**config.mk**
```make
export PLATFORM = sky130hd
export DESIGN_NAME = resonant_startup_protection_fsm
export DESIGN_NICKNAME = d
export VERILOG_FILES = /design/src/resonant_startup_protection_fsm.v
export VERILOG_INCLUDE_DIRS = /design/src
export SDC_FILE = /design/constraint.sdc
export NUM_CORES = 1
export LEC_CHECK = 0
export ABC_CLOCK_PERIOD_IN_PS = 2850
export BUFFER_PORTS_ARGS = -buffer_cell sky130_fd_sc_hd__buf_2
export CAP_MARGIN = 30
export CORE_ASPECT_RATIO = 2
export CORE_MARGIN = 1.5
export CORE_UTILIZATION = 56
export DETAILED_ROUTE_END_ITERATION = 8
export GPL_TIMING_DRIVEN = 0
export PLACE_DENSITY = 0.84
export SETUP_SLACK_MARGIN = 0.2
export SKIP_CTS_REPAIR_TIMING = 1
export SKIP_LAST_GASP = 1
export SLEW_MARGIN = 30
export SYNTH_ARGS = -nofsm -noshare
export SYNTH_HDL_FRONTEND = slang
export SYNTH_SLANG_ARGS = --single-unit
```
**constraint.sdc**
```tcl
create_clock -name clk_sys -period 2.85 [get_ports clk_sys]
set_clock_uncertainty 0.05 [all_clocks]
set_input_delay 0.57 -clock clk_sys [delete_from_list [all_inputs] [get_ports clk_sys]]
set_output_delay 0.57 -clock clk_sys [all_outputs]
set_load 0.02 [all_outputs]
```
**src/startup_seq_defines.vh**
```
// timing counts and state codes for the resonant start-up sequencer
// Operation
// - supply below lockout level forces lockout and kills all gate drives
// - supply inside hysteresis band keeps sequencer monitoring temperature and output overvoltage
// - monitoring flags over temperature when sense pin exceeds low threshold
// - monitoring flags output overvoltage when no sink current flows into aux pin
// - any monitoring fault holds sequencer in monitoring until sense level is acceptable
// - above start level wait 80 us, then power up only if bus ratio valid
// - power-up starts inverter at fixed start-up frequency
// - pfc drive enables about 300 us after inverter starts
// - bus must exceed 95 percent within 80 ms, then soft start sweeps frequency
// - after soft start, saturation control ramps frequency down over about 40 ms
// - saturation detect halts ramp, then waits for output while watching current sense
// - saturation control lasts at most 237 ms, else latched fault
// - passed saturation control enters extended saturation, run after 625 ms
// - run mode supervises bus, open loop, overcurrent, overvoltage, temperature, capacitive; the code has no open-loop check
// - run over temperature stops drives after 620 us then restarts automatically
// - over temperature recurring within 200 ms after clearing latches off; the code counts 200 ms from the trip, so default timings never latch
// - system too hot before start-up blocks power-up
// - run output overvoltage when aux current high longer than 620 us
// - output overvoltage allows one restart, recurrence latches power-down
// - capacitive operation flagged by negative sense before or high sense during turn-on
// - capacitive condition beyond 620 us allows one restart, recurrence latches
// - latched fault leaves only by fresh power-up or lockout
`ifndef STARTUP_SEQ_DEFINES_VH
`define STARTUP_SEQ_DEFINES_VH
`define CLK_MHZ 125
`define T_BUS_WAIT_US 80
`define T_PFC_DLY_US 300
`define T_FAULT_US 620
`define T_BUS95_MS 80
`define T_SATRAMP_MS 40
`define T_SAT_MAX_MS 237
`define T_EXTSAT_MS 625
`define T_OT_REPEAT_MS 200
`define CYC_BUS_WAIT (`T_BUS_WAIT_US * `CLK_MHZ)
`define CYC_PFC_DLY (`T_PFC_DLY_US * `CLK_MHZ)
`define CYC_FAULT (`T_FAULT_US * `CLK_MHZ)
`define CYC_BUS95 (`T_BUS95_MS * 1000 * `CLK_MHZ)
`define CYC_SATRAMP (`T_SATRAMP_MS * 1000 * `CLK_MHZ)
`define CYC_SAT_MAX (`T_SAT_MAX_MS * 1000 * `CLK_MHZ)
`define CYC_EXTSAT (`T_EXTSAT_MS * 1000 * `CLK_MHZ)
`define CYC_OT_REPEAT (`T_OT_REPEAT_MS * 1000 * `CLK_MHZ)
`define ST_UVLO 4'h0
`define ST_MON 4'h1
`define ST_BUSWAIT 4'h2
`define ST_PWRUP 4'h3
`define ST_BUS95 4'h4
`define ST_SOFT 4'h5
`define ST_SAT 4'h6
`define ST_EXTSAT 4'h7
`define ST_RUN 4'h8
`define ST_LATCH 4'h9
`define FREQ_START 3'h0
`define FREQ_SOFT 3'h1
`define FREQ_SATRAMP 3'h2
`define FREQ_HOLD 3'h3
`define FREQ_RUN 3'h4
`endif

```
**src/resonant_startup_protection_fsm.v**
```verilog
// start-up and protection sequencer for a resonant led controller
`include "startup_seq_defines.vh"
module resonant_startup_protection_fsm #(
    parameter [31:0] CYC_BUS_WAIT = `CYC_BUS_WAIT,
    parameter [31:0] CYC_PFC_DLY = `CYC_PFC_DLY,
    parameter [31:0] CYC_FAULT = `CYC_FAULT,
    parameter [31:0] CYC_BUS95 = `CYC_BUS95,
    parameter [31:0] CYC_SATRAMP = `CYC_SATRAMP,
    parameter [31:0] CYC_SAT_MAX = `CYC_SAT_MAX,
    parameter [31:0] CYC_EXTSAT = `CYC_EXTSAT,
    parameter [31:0] CYC_OT_REPEAT = `CYC_OT_REPEAT
) (
    input wire clk_sys,
    input wire reset,
    input wire vcc_above_uvlo,
    input wire vcc_above_start,
    input wire temp_above_mon,
    input wire aux_overvoltage_pin_sink,
    input wire bus_ratio_in_corridor,
    input wire bus_above_95,
    input wire soft_start_done,
    input wire sat_detect,
    input wire output_reached,
    input wire temp_above_run,
    input wire aux_overvoltage_pin_pp_high,
    input wire low_side_current_sense_neg,
    input wire low_side_current_sense_high,
    input wire hs_turn_on_window,
    input wire bus_fault,
    input wire overcurrent,
    output reg inverter_en,
    output reg pfc_en,
    output reg [2:0] freq_cmd,
    output reg [3:0] phase,
    output reg latched_fault
);

    // three-stage synchronisers, a change counts once stages two and three agree
    localparam NIN = 16;
    wire [NIN-1:0] raw = {overcurrent, bus_fault, hs_turn_on_window,
        low_side_current_sense_high, low_side_current_sense_neg,
        aux_overvoltage_pin_pp_high, temp_above_run, output_reached, sat_detect,
        soft_start_done, bus_above_95, bus_ratio_in_corridor,
        aux_overvoltage_pin_sink, temp_above_mon, vcc_above_start, vcc_above_uvlo};
    reg [NIN-1:0] s1_r, s2_r, s3_r, f_r;
    always @(posedge clk_sys) begin
        if (reset) begin
            s1_r <= {NIN{1'b0}};
            s2_r <= {NIN{1'b0}};
            s3_r <= {NIN{1'b0}};
            f_r <= {NIN{1'b0}};
        end else begin
            s1_r <= raw;
            s2_r <= s1_r;
            s3_r <= s2_r;
            f_r <= (s2_r & s3_r) | (f_r & (s2_r | s3_r));
        end
    end
    // filtered flags, one per pin
    wire uv_ok = f_r[0];
    wire st_ok = f_r[1];
    wire t_mon = f_r[2];
    wire aux_sink = f_r[3];
    wire bus_ok = f_r[4];
    wire b95 = f_r[5];
    wire soft_done = f_r[6];
    wire sat = f_r[7];
    wire out_ok = f_r[8];
    wire t_run = f_r[9];
    wire ovp_pp = f_r[10];
    wire cs_neg = f_r[11];
    wire cs_high = f_r[12];
    wire hs_win = f_r[13];
    wire bus_flt = f_r[14];
    wire oc = f_r[15];

    reg [3:0] st_r, st_nxt;
    reg [31:0] tmr_r, tmr_nxt;
    reg [31:0] cool_r;
    reg ot_seen_r, ovp_retry_r, cap_retry_r, sat_hold_r, sat_hold_nxt;
    wire ot_trip, ovp_trip, cap_trip;

    // over temperature, overvoltage and capacitive faults in run must persist before they count
    wire cap_cond = (cs_neg & ~hs_win) | (cs_high & hs_win);
    wire in_run = (st_r == `ST_RUN);
    // over temperature in run
    fault_persist #(.LIMIT(CYC_FAULT)) u_fault_persist_ot (
        .clk_sys(clk_sys),
        .reset(reset),
        .active(in_run),
        .cond(t_run),
        .trip(ot_trip)
    );

    // aux winding peak-to-peak current too high in run
    fault_persist #(.LIMIT(CYC_FAULT)) u_fault_persist_ovp (
        .clk_sys(clk_sys),
        .reset(reset),
        .active(in_run),
        .cond(ovp_pp),
        .trip(ovp_trip)
    );

    // capacitive operation in run
    fault_persist #(.LIMIT(CYC_FAULT)) u_fault_persist_cap (
        .clk_sys(clk_sys),
        .reset(reset),
        .active(in_run),
        .cond(cap_cond),
        .trip(cap_trip)
    );

    always @* begin
        st_nxt = st_r;
        tmr_nxt = tmr_r + 32'h1;
        sat_hold_nxt = sat_hold_r;
        case (st_r)
            `ST_UVLO: begin
                tmr_nxt = 32'h0;
                if (uv_ok)
                    st_nxt = `ST_MON;
            end
            `ST_MON: begin
                tmr_nxt = 32'h0;
                // over temperature or missing aux sink keeps monitoring
                if (st_ok && !t_mon && aux_sink)
                    st_nxt = `ST_BUSWAIT;
            end
            `ST_BUSWAIT: begin
                // a fault or a sagging supply during the wait sends it back to monitoring
                if (!st_ok || t_mon || !aux_sink) begin
                    tmr_nxt = 32'h0;
                    st_nxt = `ST_MON;
                end else if (tmr_r >= CYC_BUS_WAIT - 32'h1) begin
                    tmr_nxt = 32'h0;
                    st_nxt = bus_ok ? `ST_PWRUP : `ST_MON;
                end
            end
            `ST_PWRUP: begin
                if (tmr_r >= CYC_PFC_DLY - 32'h1) begin
                    tmr_nxt = 32'h0;
                    st_nxt = `ST_BUS95;
                end
            end
            `ST_BUS95: begin
                if (b95) begin
                    tmr_nxt = 32'h0;
                    st_nxt = `ST_SOFT;
                end else if (tmr_r >= CYC_BUS95 - 32'h1) begin
                    // no retry: a bus that never builds up points at a hardware fault
                    st_nxt = `ST_LATCH;
                end
            end
            `ST_SOFT: begin
                tmr_nxt = 32'h0;
                if (soft_done) begin
                    sat_hold_nxt = 1'b0;
                    st_nxt = `ST_SAT;
                end
            end
            `ST_SAT: begin
                if (sat)
                    sat_hold_nxt = 1'b1;
                if (sat_hold_r && out_ok && !sat) begin
                    tmr_nxt = 32'h0;
                    st_nxt = `ST_EXTSAT;
                    // ramp ran out without saturation, nothing left to wait for
                end else if (!sat_hold_r && tmr_r >= CYC_SATRAMP - 32'h1 && !sat) begin
                    tmr_nxt = 32'h0;
                    st_nxt = `ST_EXTSAT;
                end else if (tmr_r >= CYC_SAT_MAX - 32'h1) begin
                    st_nxt = `ST_LATCH;
                end
            end
            `ST_EXTSAT: begin
                if (tmr_r >= CYC_EXTSAT - 32'h1) begin
                    tmr_nxt = 32'h0;
                    st_nxt = `ST_RUN;
                end
            end
            `ST_RUN: begin
                tmr_nxt = 32'h0;
                if (bus_flt || oc)
                    st_nxt = `ST_MON;
                if (ot_trip)
                    st_nxt = (ot_seen_r && cool_r < CYC_OT_REPEAT) ? `ST_LATCH : `ST_MON;
                if (ovp_trip)
                    st_nxt = ovp_retry_r ? `ST_LATCH : `ST_MON;
                if (cap_trip)
                    st_nxt = cap_retry_r ? `ST_LATCH : `ST_MON;
            end
            `ST_LATCH: begin
                // only the lockout override below leaves this state
                tmr_nxt = 32'h0;
            end
            default: begin
                st_nxt = `ST_UVLO;
                tmr_nxt = 32'h0;
            end
        endcase
        if (!uv_ok) begin
            st_nxt = `ST_UVLO;
            tmr_nxt = 32'h0;
        end
    end

    always @(posedge clk_sys) begin
        if (reset) begin
            st_r <= `ST_UVLO;
            tmr_r <= 32'h0;
            sat_hold_r <= 1'b0;
        end else begin
            st_r <= st_nxt;
            tmr_r <= tmr_nxt;
            sat_hold_r <= sat_hold_nxt;
        end
    end

    // cool-down time since last over temperature restart, saturates at the window
    always @(posedge clk_sys) begin
        if (reset) begin
            cool_r <= 32'h0;
        end else if (in_run && ot_trip) begin
            cool_r <= 32'h0;
        end else if (cool_r < CYC_OT_REPEAT) begin
            cool_r <= cool_r + 32'h1;
        end
    end

    // retry marks survive restarts, cleared only by lockout; a trip in the same cycle wins
    always @(posedge clk_sys) begin
        if (reset) begin
            ot_seen_r <= 1'b0;
            ovp_retry_r <= 1'b0;
            cap_retry_r <= 1'b0;
        end else begin
            if (st_nxt == `ST_UVLO) begin
                ot_seen_r <= 1'b0;
                ovp_retry_r <= 1'b0;
                cap_retry_r <= 1'b0;
            end
            if (in_run && ot_trip)
                ot_seen_r <= 1'b1;
            if (in_run && ovp_trip)
                ovp_retry_r <= 1'b1;
            if (in_run && cap_trip)
                cap_retry_r <= 1'b1;
        end
    end

    // outputs registered from next state
    always @(posedge clk_sys) begin
        if (reset) begin
            inverter_en <= 1'b0;
            pfc_en <= 1'b0;
            freq_cmd <= `FREQ_START;
            phase <= `ST_UVLO;
            latched_fault <= 1'b0;
        end else begin
            phase <= st_nxt;
            latched_fault <= (st_nxt == `ST_LATCH);
            inverter_en <= (st_nxt >= `ST_PWRUP) && (st_nxt <= `ST_RUN);
            pfc_en <= (st_nxt >= `ST_BUS95) && (st_nxt <= `ST_RUN);
            case (st_nxt)
                `ST_SOFT: freq_cmd <= `FREQ_SOFT;
                `ST_SAT: freq_cmd <= (sat_hold_nxt) ? `FREQ_HOLD : `FREQ_SATRAMP;
                `ST_EXTSAT: freq_cmd <= `FREQ_RUN;
                `ST_RUN: freq_cmd <= `FREQ_RUN;
                default: freq_cmd <= `FREQ_START;
            endcase
        end
    end

endmodule // resonant_startup_protection_fsm

// consecutive-cycle counter for a fault that must persist before it counts
module fault_persist #(
    parameter [31:0] LIMIT = 32'h00000001
) (
    input wire clk_sys,
    input wire reset,
    input wire active,
    input wire cond,
    output reg trip
);

    localparam [31:0] LAST = LIMIT - 32'h00000001;

    reg [31:0] cnt_r;

    // one quiet cycle restarts the count, so short glitches never add up
    always @(posedge clk_sys) begin
        if (reset) begin
            cnt_r <= 32'h00000000;
        end else if (active && cond) begin
            // hold at the limit instead of wrapping round to zero
            if (!trip)
                cnt_r <= cnt_r + 32'h00000001;
        end else begin
            cnt_r <= 32'h00000000;
        end
    end

    always @* begin
        trip = (cnt_r >= LAST);
    end

endmodule // fault_persist

```
======== Word-level counts from Yosys, hierarchy flattened ========
Index checks and enable logic that the tools add are counted.
Widths: inputs -> output; s select.
word-level totals
  bits in registers ....................... 238
  output and inout port bits .............. 10
cells by class
  add/subtract/negate cells ............... 5
  order comparisons ....................... 13
  equality and inequality tests ........... 14
  multiplexer cells ....................... 38
  bitwise operators ....................... 12
  reduce and logical (&&, ||, !) cells .... 34
operators by type and width
  cell                   number
  $mux 32                7
  $add 32x1->32 const B  5
  $pmux 32 s5            1
  $ge 32x17->1 const B   3
  $mux 4                 19
  $pmux 4 s10            1
  $and 16x16->16         2
  $ge 32x14->1 const B   1
  $ge 32x16->1 const B   1
  $ge 32x23->1 const B   1
  $ge 32x24->1 const B   1
  $ge 32x25->1 const B   1
  $ge 32x27->1 const B   1
  $lt 32x25->1 const B   1
  $or 16x16->16          2
  $eq 4x3->1 const B     7
  $eq 4x4->1 const B     4
  $logic_and 1x1->1      15
  $reduce_or 2->1        6
  $pmux 3 s3             1
  $eq 4x2->1 const B     2
  $logic_not 4->1        2
  $mux 1                 7
  $reduce_bool 2->1      3
  other kinds (11)       22

======== Logic depth before layout (Yosys ltp) ========
Gate-level depths: netlist of the first run.
  depth after elaboration ................. 11
  gate-level depth with buffers ........... 9

======== Cells and area by module ========
A second synthesis of the first run with hierarchy kept.
unflattened totals
  cells, all modules ...................... 1075
  area, all modules ....................... 9824.4 µm²
modules (own cells, without submodules)
  module                           instances  cells an instance  area each (µm²)  seq. area each (µm²)
  resonant_startup_protection_fsm  1          661                5890.6           2842.7
  fault_persist                    3          138                1311.3           640.6

======== Worst setup path after synthesis of the first run ========
Ideal clock, no wire load.
  path type ............................... reg2reg
  start point ............................. reg u_fault_persist_ovp.cnt_r[0]
  end point ............................... reg inverter_en
  library setup time ...................... 127 ps
  data arrival time ....................... 2463 ps
  required time ........................... 2673 ps
  path slack .............................. 210 ps
  cell stages (with the launch flop) ...... 10
  path buffers ............................ 0
  clock period less this slack ............ 2640 ps
  cell sequence ........................... dfxtp_1 -> ha_1 -> o21a_1 -> a221o_1 -> a221oi_4 -> a31oi_2 -> nor4b_4 -> nand2_2 -> nand2_2 -> or3b_1
between the ends
  longest elaborated chain between the ends .. 7
  elaborated cells between the ends (all ways) .. 8
  those cells by class .................... order compare: 3; mux: 4; reduce/logical: 1
RTL lines
  element                                                    line                                   RTL
  from (decl)                                                resonant_startup_protection_fsm.v:289  reg [31:0] cnt_r;
  from (signal assigned)                                     resonant_startup_protection_fsm.v:298  cnt_r <= cnt_r + 32'h00000001;
  $ge 32x17->1 (*)                                           resonant_startup_protection_fsm.v:305  trip = (cnt_r >= LAST);
  $mux 4 (*)                                                 resonant_startup_protection_fsm.v:187  if (ovp_trip)
  $mux 4 (*)                                                 resonant_startup_protection_fsm.v:189  if (cap_trip)
  $pmux 4 s10 (*)                                            resonant_startup_protection_fsm.v:117  case (st_r)
  $mux 4 (*)                                                 resonant_startup_protection_fsm.v:201  if (!uv_ok) begin
  $ge 4x2->1 (no source line) or $le 4x4->1 (tied branches)  n/a
  $logic_and 1x1->1 (*)                                      resonant_startup_protection_fsm.v:262  inverter_en <= (st_nxt >= `ST_PWRUP) && (st_nxt <= `ST_RUN);
  to (signal assigned)                                       resonant_startup_protection_fsm.v:262
  to (decl)                                                  resonant_startup_protection_fsm.v:31   output reg inverter_en,
Mark *: on every way between the ends. The rest lies on a longest branch, timed or not.
A chain may end at the register's enable or synchronous reset.

======== Final worst setup path of the first run ========
  start point ............................. reg tmr_r[24]
  end point ............................... reg inverter_en
between the ends
  longest elaborated chain between the ends .. 9
  elaborated cells between the ends (all ways) .. 22
  those cells by class .................... order compare: 8; mux: 11; reduce/logical: 3
RTL lines
  element                                                    line                                   RTL
  from (decl)                                                resonant_startup_protection_fsm.v:78   reg [31:0] tmr_r, tmr_nxt;
  from (signal assigned)                                     resonant_startup_protection_fsm.v:214  tmr_r <= tmr_nxt;
  $ge 32x23->1                                               resonant_startup_protection_fsm.v:168  end else if (!sat_hold_r && tmr_r >= CYC_SATRAMP - 32'h1 && !sat) begin
  $logic_and 1x1->1 (2 in series)                            resonant_startup_protection_fsm.v:168
  $mux 4                                                     resonant_startup_protection_fsm.v:168
  $mux 4                                                     resonant_startup_protection_fsm.v:164  if (sat_hold_r && out_ok && !sat) begin
  $pmux 4 s10 (*)                                            resonant_startup_protection_fsm.v:117
  $mux 4 (*)                                                 resonant_startup_protection_fsm.v:201
  $ge 4x2->1 (no source line) or $le 4x4->1 (tied branches)  n/a
  $logic_and 1x1->1 (*)                                      resonant_startup_protection_fsm.v:262
Marks and branches as above.

==> results of run 1 <==
==> cells in the final DEF (no fill, tap or decap), types with 5 or more instances in the layout <==
cell,count
nand4_1,31
clkbuf_1,23
nor2b_1,53
nor4_1,17
nor3_1,21
nand3_1,37
xor2_1,52
buf_4,20
or3_1,12
o21ai_0,39
clkbuf_16,21
a21oi_1,44
o211ai_1,10
a31oi_1,5
and3_1,63
nor2_1,139
clkbuf_2,20
inv_1,22
nor3_2,6
xnor2_1,36
buf_2,37
dfxtp_1,235
and2_1,12
nand2_1,82
nor4_2,5
mux2i_1,5
bufinv_16,5
==> worst max-delay path: stages, from the launching register on <==
cell and delay (ns):
dfxtp_1 0.29, buf_2 0.17, nor4_2 0.32, nand4_1 0.16, buf_4 0.18, a2111oi_4 0.30, o21ai_0 0.21, nor4b_4 0.36
nand2_2 0.14, nand2_2 0.09, or3b_1 0.33
==> Yosys cell counts (all sizes together), types with 2 or more instances <==
| cell | n |
|---|---|
| o21bai | 3 |
| a2111oi | 9 |
| nand4b | 3 |
| and2 | 13 |
| xnor2 | 36 |
| nor2 | 140 |
| or2 | 4 |
| o21ai | 41 |
| nor3b | 5 |
| buf | 11 |
| mux2i | 5 |
| nor3 | 27 |
| a211o | 4 |
| o211ai | 10 |
| nand3 | 37 |
| a21oi | 44 |
| nand2b | 3 |
| a211oi | 5 |
| and4 | 3 |
| nand2 | 84 |
| ha | 5 |
| dfxtp | 238 |
| nand3b | 4 |
| o31ai | 4 |
| nand4 | 31 |
| inv | 22 |
| a41oi | 2 |
| or3 | 12 |
| nor4 | 22 |
| and3 | 65 |
| nor2b | 53 |
| clkbuf | 42 |
| xor2 | 52 |
| a31oi | 7 |
| a311oi | 2 |
==> logic make-up after synthesis <==
logic type                 Yosys count  share of synthesized area
and+or+nand+nor                    513                      0.278
DFF                                238                      0.498
AOI/OAI and AO/OA                  141                     0.0981
xor gates and xnor gates            88                     0.0806
buffers and inverters               75                     0.0317
muxes                                6                    0.00641
adders and majority gates            5                    0.00655
==> layout make-up <==
type / instances / area, um^2
clock buffers: 25 / 561
well taps: 207 / 259
flip-flops and latches: 238 / 4770
repair buffers: 48 / 313
plain buffers: 53 / 244
fillers: 1278 / 5650
clock inverters: 12 / 196
inverters: 22 / 82.6
multi-input cells: 753 / 4680
==> sequential cells by signal, indices dropped and copies added (netlist names), 3 cells and up <==
register / cells
s2_r: 16
cool_r: 32
freq_cmd: 3
phase: 4
u_fault_persist_ovp.cnt_r: 32
tmr_r: 32
s3_r: 16
u_fault_persist_cap.cnt_r: 32
s1_r: 16
u_fault_persist_ot.cnt_r: 32
f_r: 16
==> metrics by stage <==
stage                util  instance area (um^2)
floorplan               -                  9560
global placement    0.594                  9950
detailed placement  0.594                  9950
CTS                 0.639                 10700
global route        0.663                 11100
finish              0.663                 11100
==> metal layers <==
layer | GRT usage | up-vias | wire, um
met1 | 0.229 | 3683 | 7580
met2 | 0.428 | 225 | 11700
met4 | 0.115 | 0 | 996
li1 | - | 3816 | -
met3 | 0.0324 | 103 | 797
met5 | 0 | - | 0
==> power groups by stage <==
stage                     clock network, mW  logic, mW  registers (mW)
after floorplan                           0     0.0469            3.44
final                                  3.09     0.0756            3.37
after global routing                   3.27     0.0840            3.37
after CTS                              3.12     0.0761            3.37
after global placement                    0     0.0737            3.45
after detailed placement                  0     0.0752            3.45
==> path summary, 6_finish.rpt <==
| kind | end | from | depth (start not counted) |
|---|---|---|---|
| worst max-delay path | inverter_en | tmr_r[24] | 10 |
| worst min-delay path | s1_r[13] | hs_turn_on_window | 2 |
| worst max register to register | inverter_en | tmr_r[24] | 10 |
| worst min register to register | s2_r[6] | s1_r[6] | 1 |
==> reports/metrics.yaml, run 1 <==
power:
  switching_power_mw: 1.28
  comb_power_share: 0.012
  p_per_area_nw_per_um2: 588
  seqPwrFrac: 0.516
  total_power_mw: 6.54
  clkPwrFrac: 0.473
  p_int_mw: 5.26
  switching_share: 0.196
  peakVddDrop_uv: 670
  power_leakage_nw: 4.22
worst_setup_path:
  critPathMaxFanout: 8
  worstPathRequired_ns: 3.18
  cp-end-kind: "flop"
  rrSetupSlack_ns: 0.12
  start_kind: "flop"
  arrival_ns: 3.05
  critical_path_class: "flop to flop"
final_layout:
  area_delta_synth_final_pct: 16.3
  fin_cells: 1358
  drive_above_1_share: 0.142
  fin_nets: 1160
  antenna_cells: 0
drt:
  wl_um: 21100
  drc: 0
  num_vias: 7827
  ant_nets: 0
  wl_per_cell_um: 15.5
  drt-pass1-iter-count: 5
  drt_first_iter_violations: 325
  via_per_inst: 5.76
flow_run:
  max_cap_violations: 0
cts:
  clk_pin_slew_ns: 0.07
  htreeDepth: 1
  clk_latency_ns: 0.50
  clock_path_buffers: 3
  numCtsBuffers: 21
  clock-root-buffer: "clkbuf_16"
  tritoncts: "yes"
  cts_sinks: 238
timing:
  hold_violations: 0
  tightestPinTransition_ns: 0.628
  holdWs_ns: 0.231
  slew_headroom: 0.581
  period_needed_ns: 2.73
  setup_ws_ns: 0.123
  timing.setup.tns_ns: 0
  maxSlewViolCount: 0
  fmax_ghz: 0.367
  rsz0062_at_grt: "true"
  setup_viol: 0
  fin_crit_sh: 0.957
global_routing:
  grt_pass1_wl_um: 33300
  first_global_vias: 7691
  antenna_found_initial: 0
  grt_max_degree: 18
  overflow: 0
  grtUsageTotal: 0.226
floorplan:
  fp.dieW_um: 95.4
  start_util: 0.570
  die_area_um2: 17900
  rows: 67
  ios: 28
  core_area_um2: 16800
  die_h_um: 188
yosys:
  seq_area_frac_synth: 0.498
  synth_edf_count: 0
  netlist_area_um2: 9560
  synthCells: 1066
  synth_top_cells_by_area: "dfxtp_1, nor2_1, xor2_1"
  ys.flop_type: "dfxtp_1"
  synth_top_cell_area_share: 0.498
  ys.warnings.count: 0
  syn-num-nets: 1089
  avgSynthCellArea_um2: 8.97
  synth_area_leader_cell: "dfxtp_1"
  synth_seq_cells: 238
  ys_types: 67
  async_reset_ff_frac: 0
place:
  place.gp.congestion: 0.905
  port_buffers: 27
  hpwl_um: 14000
  dpl_worst_slack_ns: -0.134
  placed_cells: 1300
run_status:
  status: "finished clean"
worst_hold_path:
  min_path_type: "input port to flop"
Note: power is estimated with default switching activity, not from simulation.
==> run 2, diff against run 1 <==
--- a/config.mk
+++ b/config.mk
@@ -11,10 +11,11 @@
 export CAP_MARGIN = 30
 export CORE_ASPECT_RATIO = 2
 export CORE_MARGIN = 1.5
-export CORE_UTILIZATION = 56
+export CORE_UTILIZATION = 58
+export CTS_BUF_LIST = sky130_fd_sc_hd__clkbuf_2
 export DETAILED_ROUTE_END_ITERATION = 8
 export GPL_TIMING_DRIVEN = 0
-export PLACE_DENSITY = 0.84
+export PLACE_DENSITY = 0.86
 export SETUP_SLACK_MARGIN = 0.2
 export SKIP_CTS_REPAIR_TIMING = 1
 export SKIP_LAST_GASP = 1
==> run 2 against run 1 <==
Net effect:
- die area down 3.4%
- sequential share of layout area up 0.40 points
- sequential power is essentially flat
- hold slack worse by 0.12 ns
- non-clock buffer count rose by 11
- via count rose by 2.4%
- register-to-register slack better by 0.03 ns
- critical path type unchanged
- critical endpoint unchanged
- largest power group unchanged
- highest routed layer unchanged
==> reports/metrics.yaml, run 2 (synthesis results as in run 1) <==
drt:
  drc: 0  # unchanged
  met2WireLength_um: 11300  # -3.7%
  maxUsedRoutingLayer: "met4"
  via_per_inst: 5.64  # -2.1%
  wl_met3_um: 756  # -5.1%
  drt_first_iter_violations: 340  # +4.6%
  wl_per_cell_um: 14.7  # -5.4%
  num_vias: 8013  # +2.4%
  wl_met1_um: 7650  # +1.0%
  wl_um: 20800  # -1.1%
  drt-pass1-iter-count: 5  # unchanged
  ant_nets: 0  # unchanged
power:
  power_leakage_nw: 4.27  # +1.2%
  p_per_area_nw_per_um2: 493  # -16%
  peakVddDrop_uv: 434  # -35%
global_routing:
  overflow: 0  # unchanged
  grtUsageTotal: 0.236  # +0.0101
  grt_max_degree: 14  # -4
  first_global_vias: 7853  # +2.1%
  grt_pass1_wl_um: 33600  # +0.95%
  antenna_found_initial: 1  # +1
final_layout:
  mostFrequentLayoutCells: "dfxtp_1, nor2_1, nand2_1"
  register_area_um2: 4770  # about the same
  final_util: 0.680  # +0.0172
  drive_above_1_share: 0.165  # +0.0238
  final_common_cell: "dfxtp_1"
  area_delta_synth_final_pct: 15.1
  fin_nets: 1199  # +3.4%
  nFillCells: 1303  # +2.0%
  multi_input_area_um2: 4770  # +1.9%
cts:
  clock-root-buffer: "clkbuf_2"
  tritoncts: "yes"
  clock_path_buffers: 3  # unchanged
  numCtsBuffers: 49  # +130%
  cts_sinks: 238  # unchanged
  clk_pin_slew_ns: 0.12  # +0.05 ns
  clk_latency_ns: 0.75  # +0.25 ns
  htreeDepth: 2  # +1
flow_run:
  max_cap_violations: 0  # unchanged
worst_setup_path:
  crit-reg2reg-launch: "u_fault_persist_ovp.cnt_r[0]"
  crit_slowest_cell: "dfxtp_2"
  crit_chain: "ha_2 -> o21a_1 -> a221o_1 -> a221oi_4 -> buf_12 -> a31oi_2 -> nor4b_4 -> nand2_2 -> nand2_2 -> or3b_1"
  critPathMaxFanout: 8  # unchanged
  worstPathRequired_ns: 3.45  # +0.27 ns
  arrival_ns: 3.29  # +0.24 ns
  cp_slowest_stage_delay_ns: 0.35  # about the same
  cp_num_buf_inv: 1  # -1
  cp-end-kind: "flop"
  critical_path_class: "flop to flop"
  crit_top_cell: "nand2_2"
  path_delay_family: "compound AO/OA/AOI/OAI gates"
  reg2regPathDepth: 10  # unchanged
  crit_start: "u_fault_persist_ovp.cnt_r[0]"
  crit_cells: 10  # unchanged
  start_kind: "flop"
worst_hold_path:
  whs_path_depth: 4  # +2
  hold_start: "reset"
  min_path_type: "input port to flop"
timing:
  fmax_ghz: 0.371  # +1.1%
  maxSlewViolCount: 0  # unchanged
  timing.setup.tns_ns: 0  # unchanged
  slew_headroom: 0.629  # +0.0475
  setup_ws_ns: 0.153  # +0.0301 ns
  rsz0062_at_grt: "true"
  tightestPinTransition_ns: 0.552  # -0.0759 ns
  period_needed_ns: 2.70  # -0.0301 ns
  fin_crit_sh: 0.946  # -0.0106
  setup_viol: 0  # unchanged
  hold_violations: 0  # unchanged
floorplan:
  start_util: 0.591  # +0.0204
  die_area_um2: 17300  # -3.4%
  core_area_um2: 16200  # -3.5%
  rows: 66  # -1.5%
  ios: 28  # unchanged
  die_h_um: 185  # -1.7%
  fp.dieW_um: 93.8  # -1.7%
place:
  port_buffers: 27  # unchanged
  hpwl_um: 14300  # +2.3%
  place.gp.congestion: 0.918  # +1.4%
  dpl_worst_slack_ns: -0.206  # -0.0719 ns
run_status:
  status: "finished clean"
## run 2: path summary, 6_finish.rpt
check                      to  slack [ns]
hold / removal       phase[3]        0.11
setup / recovery  inverter_en        0.15
hold reg to reg       s2_r[9]        0.39
setup reg to reg  inverter_en        0.15
## run 2: area by class of cell
| class | count | area share |
|---|---|---|
| sequential | 238 | 0.434 |
| multi-input combinational | 753 | 0.433 |
| timing repair buffer | 59 | 0.0389 |
| clock buffer | 61 | 0.0277 |
| tap | 204 | 0.0232 |
| buffer | 53 | 0.0223 |
| clock inverter | 29 | 0.0131 |
| inverter | 22 | 0.00750 |
| antenna | 1 | 0.000227 |
## run 2: report_power, final
part	switching (mW)	internal [mW]	total, mW
clock	1.26	0.701	1.96
combinational	0.0450	0.0468	0.0918
sequential	0.0157	3.36	3.37
## run 2: tightest hold or removal path, cell delays in order
cell	delay [ns]
buf_2	0.11
nor2b_1	0.08
o41ai_4	0.07
inv_1	0.04
## run 2: stage by stage
stage	cells	area, um^2	power, mW	hold WS [ns]
after CTS	1387	10400	5.46	-0.0818
after global placement	1297	9950	3.52	0.366
final	1420	11000	5.42	0.107
after global routing	1420	11000	5.67	0.0563
after floorplan	1066	9560	3.49	0.364
after detailed placement	1297	9950	3.52	0.374
## run 2: metal layers
metal  vias up  global-route usage
met3        88              0.0388
met1      3773               0.225
li1       3948                   -
met5         -                   0
met2       204               0.455
met4         0               0.141
==> run 3, diff against run 2 <==
--- a/config.mk
+++ b/config.mk
@@ -6,7 +6,7 @@
 export SDC_FILE = /design/constraint.sdc
 export NUM_CORES = 1
 export LEC_CHECK = 0
-export ABC_CLOCK_PERIOD_IN_PS = 2850
+export ABC_CLOCK_PERIOD_IN_PS = 2400
 export BUFFER_PORTS_ARGS = -buffer_cell sky130_fd_sc_hd__buf_2
 export CAP_MARGIN = 30
 export CORE_ASPECT_RATIO = 2
@@ -22,4 +22,5 @@
 export SLEW_MARGIN = 30
 export SYNTH_ARGS = -nofsm -noshare
 export SYNTH_HDL_FRONTEND = slang
+export SYNTH_HIERARCHICAL = 1
 export SYNTH_SLANG_ARGS = --single-unit
==> constraint.sdc (replaced) <==
create_clock -name clk_sys -period 2.4 [get_ports clk_sys]
set_clock_uncertainty 0.05 [all_clocks]
set_input_delay 0.48 -clock clk_sys [delete_from_list [all_inputs] [get_ports clk_sys]]
set_output_delay 0.48 -clock clk_sys [all_outputs]
set_load 0.02 [all_outputs]
==> run 3 against run 2 <==
Net effect:
- the run now ends with negative setup slack left
- wire length grew 25%
- hold slack improved by 0.11 ns
- clock-buffer cell count is 9 higher
- maximum frequency decreased by 17%
- total power is 19% higher
- design area is 8.2% higher
- utilization rose by 3.4 points
- largest cell class is now multi-input gates
- largest power group unchanged
- highest routed layer unchanged
==> reports/metrics.yaml, run 3 <==
yosys:
  ys_types: 77  # +15%
  ys.flop_type: "dfxtp_1"
  netlist_area_um2: 9820  # +2.8%
  avgSynthCellArea_um2: 9.14  # +1.9%
  synth_edf_count: 0  # unchanged
  seq_area_frac_synth: 0.485  # -0.0135
  async_reset_ff_frac: 0  # unchanged
  synth_seq_cells: 238  # unchanged
  ys.warnings.count: 6  # +6
  synthCells: 1075  # +0.84%
  synth_top_cell_area_share: 0.485  # -0.0135
  yosysMostFrequentCell: "dfxtp_1"
  synth_top_cells_by_area: "dfxtp_1, nor2_1, xor2_1"
  syn-num-nets: 1098  # +0.83%
  synth.top_cells.by_count: "dfxtp_1, nor2_1, nand2_1"
  synth_area_leader_cell: "dfxtp_1"
timing:
  setup_ws_ns: -0.854  # -1.01 ns
  hold_violations: 0  # unchanged
  slew_headroom: 0.591  # -0.0375
  rsz0062_at_grt: "true"
  setup_viol: 18  # +18
  period_needed_ns: 3.25  # +0.557 ns
  holdWs_ns: 0.218  # +0.110 ns
  tightestPinTransition_ns: 0.613  # +0.0610 ns
  timing.setup.tns_ns: -6.15  # -6.15 ns
  fmax_ghz: 0.307  # -17%
  maxSlewViolCount: 0  # unchanged
  fin_crit_sh: 1.36  # +0.409
drt:
  drt_first_iter_violations: 713  # +110%
  wl_per_cell_um: 17.9  # +22%
  num_vias: 8916  # +11%
  drc: 0  # unchanged
  drt-pass1-iter-count: 7  # +2
  via_per_inst: 6.12  # +8.4%
  ant_nets: 0  # unchanged
  wl_um: 26000  # +25%
power:
  p_per_area_nw_per_um2: 540  # +9.7%
  p_int_mw: 4.82  # +17%
  peakVddDrop_uv: 533  # +23%
  total_power_mw: 6.43  # +19%
  switching_share: 0.251  # +0.00760
  seqPwrFrac: 0.622  # about the same
  comb_power_share: 0.018  # about the same
  clkPwrFrac: 0.360  # about the same
  power_leakage_nw: 4.43  # +3.8%
  switching_power_mw: 1.61  # +22%
cts:
  cts_sinks: 238  # unchanged
  clk_pin_slew_ns: 0.14  # +0.02 ns
  numCtsBuffers: 48  # -2.0%
  clk_latency_ns: 0.84  # +0.09 ns
  htreeDepth: 2  # unchanged
  tritoncts: "yes"
  clock_path_buffers: 3  # unchanged
  clock-root-buffer: "clkbuf_2"
floorplan:
  core_area_um2: 16700  # +3.1%
  rows: 67  # +1.5%
  die_h_um: 187  # +1.4%
  ios: 28  # unchanged
  start_util: 0.589  # -0.00161
  fp.dieW_um: 95.0  # +1.3%
  die_area_um2: 17800  # +2.7%
global_routing:
  first_global_vias: 8169  # +4.0%
  grt_use_met1: 0.238  # +0.0122
  use_met2: 0.463  # +0.00840
  grt.met3_usage: 0.0382  # -0.000567
  grt_pass1_wl_um: 35700  # +6.3%
  antenna_found_initial: 1  # unchanged
  grt_busiest_layer: "met2"
  grtUsageTotal: 0.245  # +0.00912
  grt_max_degree: 15  # +1
  overflow: 0  # unchanged
place:
  dpl_worst_slack_ns: -0.699  # -0.493 ns
  placed_cells: 1309  # +0.93%
  hpwl_um: 15000  # +4.6%
  place.gp.congestion: 0.954  # +3.9%
  placed_cell_area_um2: 10300  # +3.3%
  port_buffers: 27  # unchanged
worst_setup_path:
  cp-end-kind: "flop"
  worstPathRequired_ns: 3.05  # -0.40 ns
  critical_path_class: "flop to flop"
  crit_start: "u_fault_persist_ot/cnt_r[0]"
  start_kind: "flop"
  crit-reg2reg-launch: "u_fault_persist_ot/cnt_r[0]"
  critPathMaxFanout: 7  # -1
  arrival_ns: 3.90  # +0.61 ns
worst_hold_path:
  min_path_type: "input port to flop"
  hold_start: "reset"
final_layout:
  final_common_cell: "dfxtp_1"
  fin_cells: 1457  # +2.6%
  fin_nets: 1236  # +3.1%
  drive_above_1_share: 0.263  # +0.0980
  postLayoutCellArea_um2: 11900  # +8.2%
  area_delta_synth_final_pct: 21.3
  mostFrequentLayoutCells: "dfxtp_1, nor2_1, clkbuf_2"
  nFillCells: 1083  # -17%
  final_util: 0.714  # +0.0341
run_status:
  violations: "negative setup slack"
  status: "finished with violations"
flow_run:
  max_cap_violations: 0  # unchanged
run 3: final cells by class:
class | instances | area [um^2] | share of cell area
repair buffers | 88 | 667 | 0.0560
flip-flops and latches | 238 | 4800 | 0.403
plain buffers | 53 | 430 | 0.0361
clock inverters | 16 | 65.1 | 0.00546
clock buffers | 70 | 350 | 0.0294
diodes | 1 | 2.50 | 0.000210
inverters | 16 | 60.1 | 0.00504
multi-input cells | 768 | 5270 | 0.443
well taps | 207 | 259 | 0.0217
run 3: routing by layer:
| layer | vias to the layer above | share of wire |
|---|---|---|
| met5 | - | 0 |
| met4 | 0 | 0.071 |
| met3 | 182 | 0.050 |
| met2 | 406 | 0.53 |
| met1 | 4227 | 0.35 |
| li1 | 4101 | - |
run 3: power groups by stage:
stage / Clock, mW / Combinational (mW) / Sequential (mW)
6_report: 2.31 / 0.119 / 4.00
5_1_grt: 2.55 / 0.128 / 4.01
4_1_cts: 2.31 / 0.0899 / 4.00
3_5_place_dp: 0 / 0.0892 / 4.09
3_3_place_gp: 0 / 0.0844 / 4.09
2_1_floorplan: 0 / 0.0546 / 4.09
run 3: path summary, 6_finish.rpt:
| kind | slack (ns) | end | depth (start not counted) |
|---|---|---|---|
| hold / removal | 0.22 | u_fault_persist_cap/cnt_r[20] | 3 |
| setup reg to reg | -0.85 | inverter_en | 14 |
| hold reg to reg | 0.39 | s2_r[6] | 1 |
| setup / recovery | -0.85 | inverter_en | 14 |
run 3: cells by family after synthesis:
| kind of cell | count (synthesis) | share of synthesized area |
|---|---|---|
| simple gates | 513 | 0.289 |
| mux | 8 | 0.00866 |
| buf+inv | 69 | 0.0334 |
| flops | 238 | 0.485 |
| compound gates | 180 | 0.122 |
| fa+ha+maj | 5 | 0.00637 |
| xor+xnor | 62 | 0.0553 |
run 3: critical path, stage by stage (launching register included):
cell,delay (ns)
dfxtp_4,0.39
ha_4,0.16
o2111a_1,0.26
nor3_4,0.26
o211ai_4,0.15
buf_6,0.15
buf_12,0.13
or4_4,0.49
o21ai_2,0.18
o21a_1,0.18
o41ai_4,0.10
nor4_4,0.21
buf_4,0.18
nor3_1,0.06
a21o_1,0.18
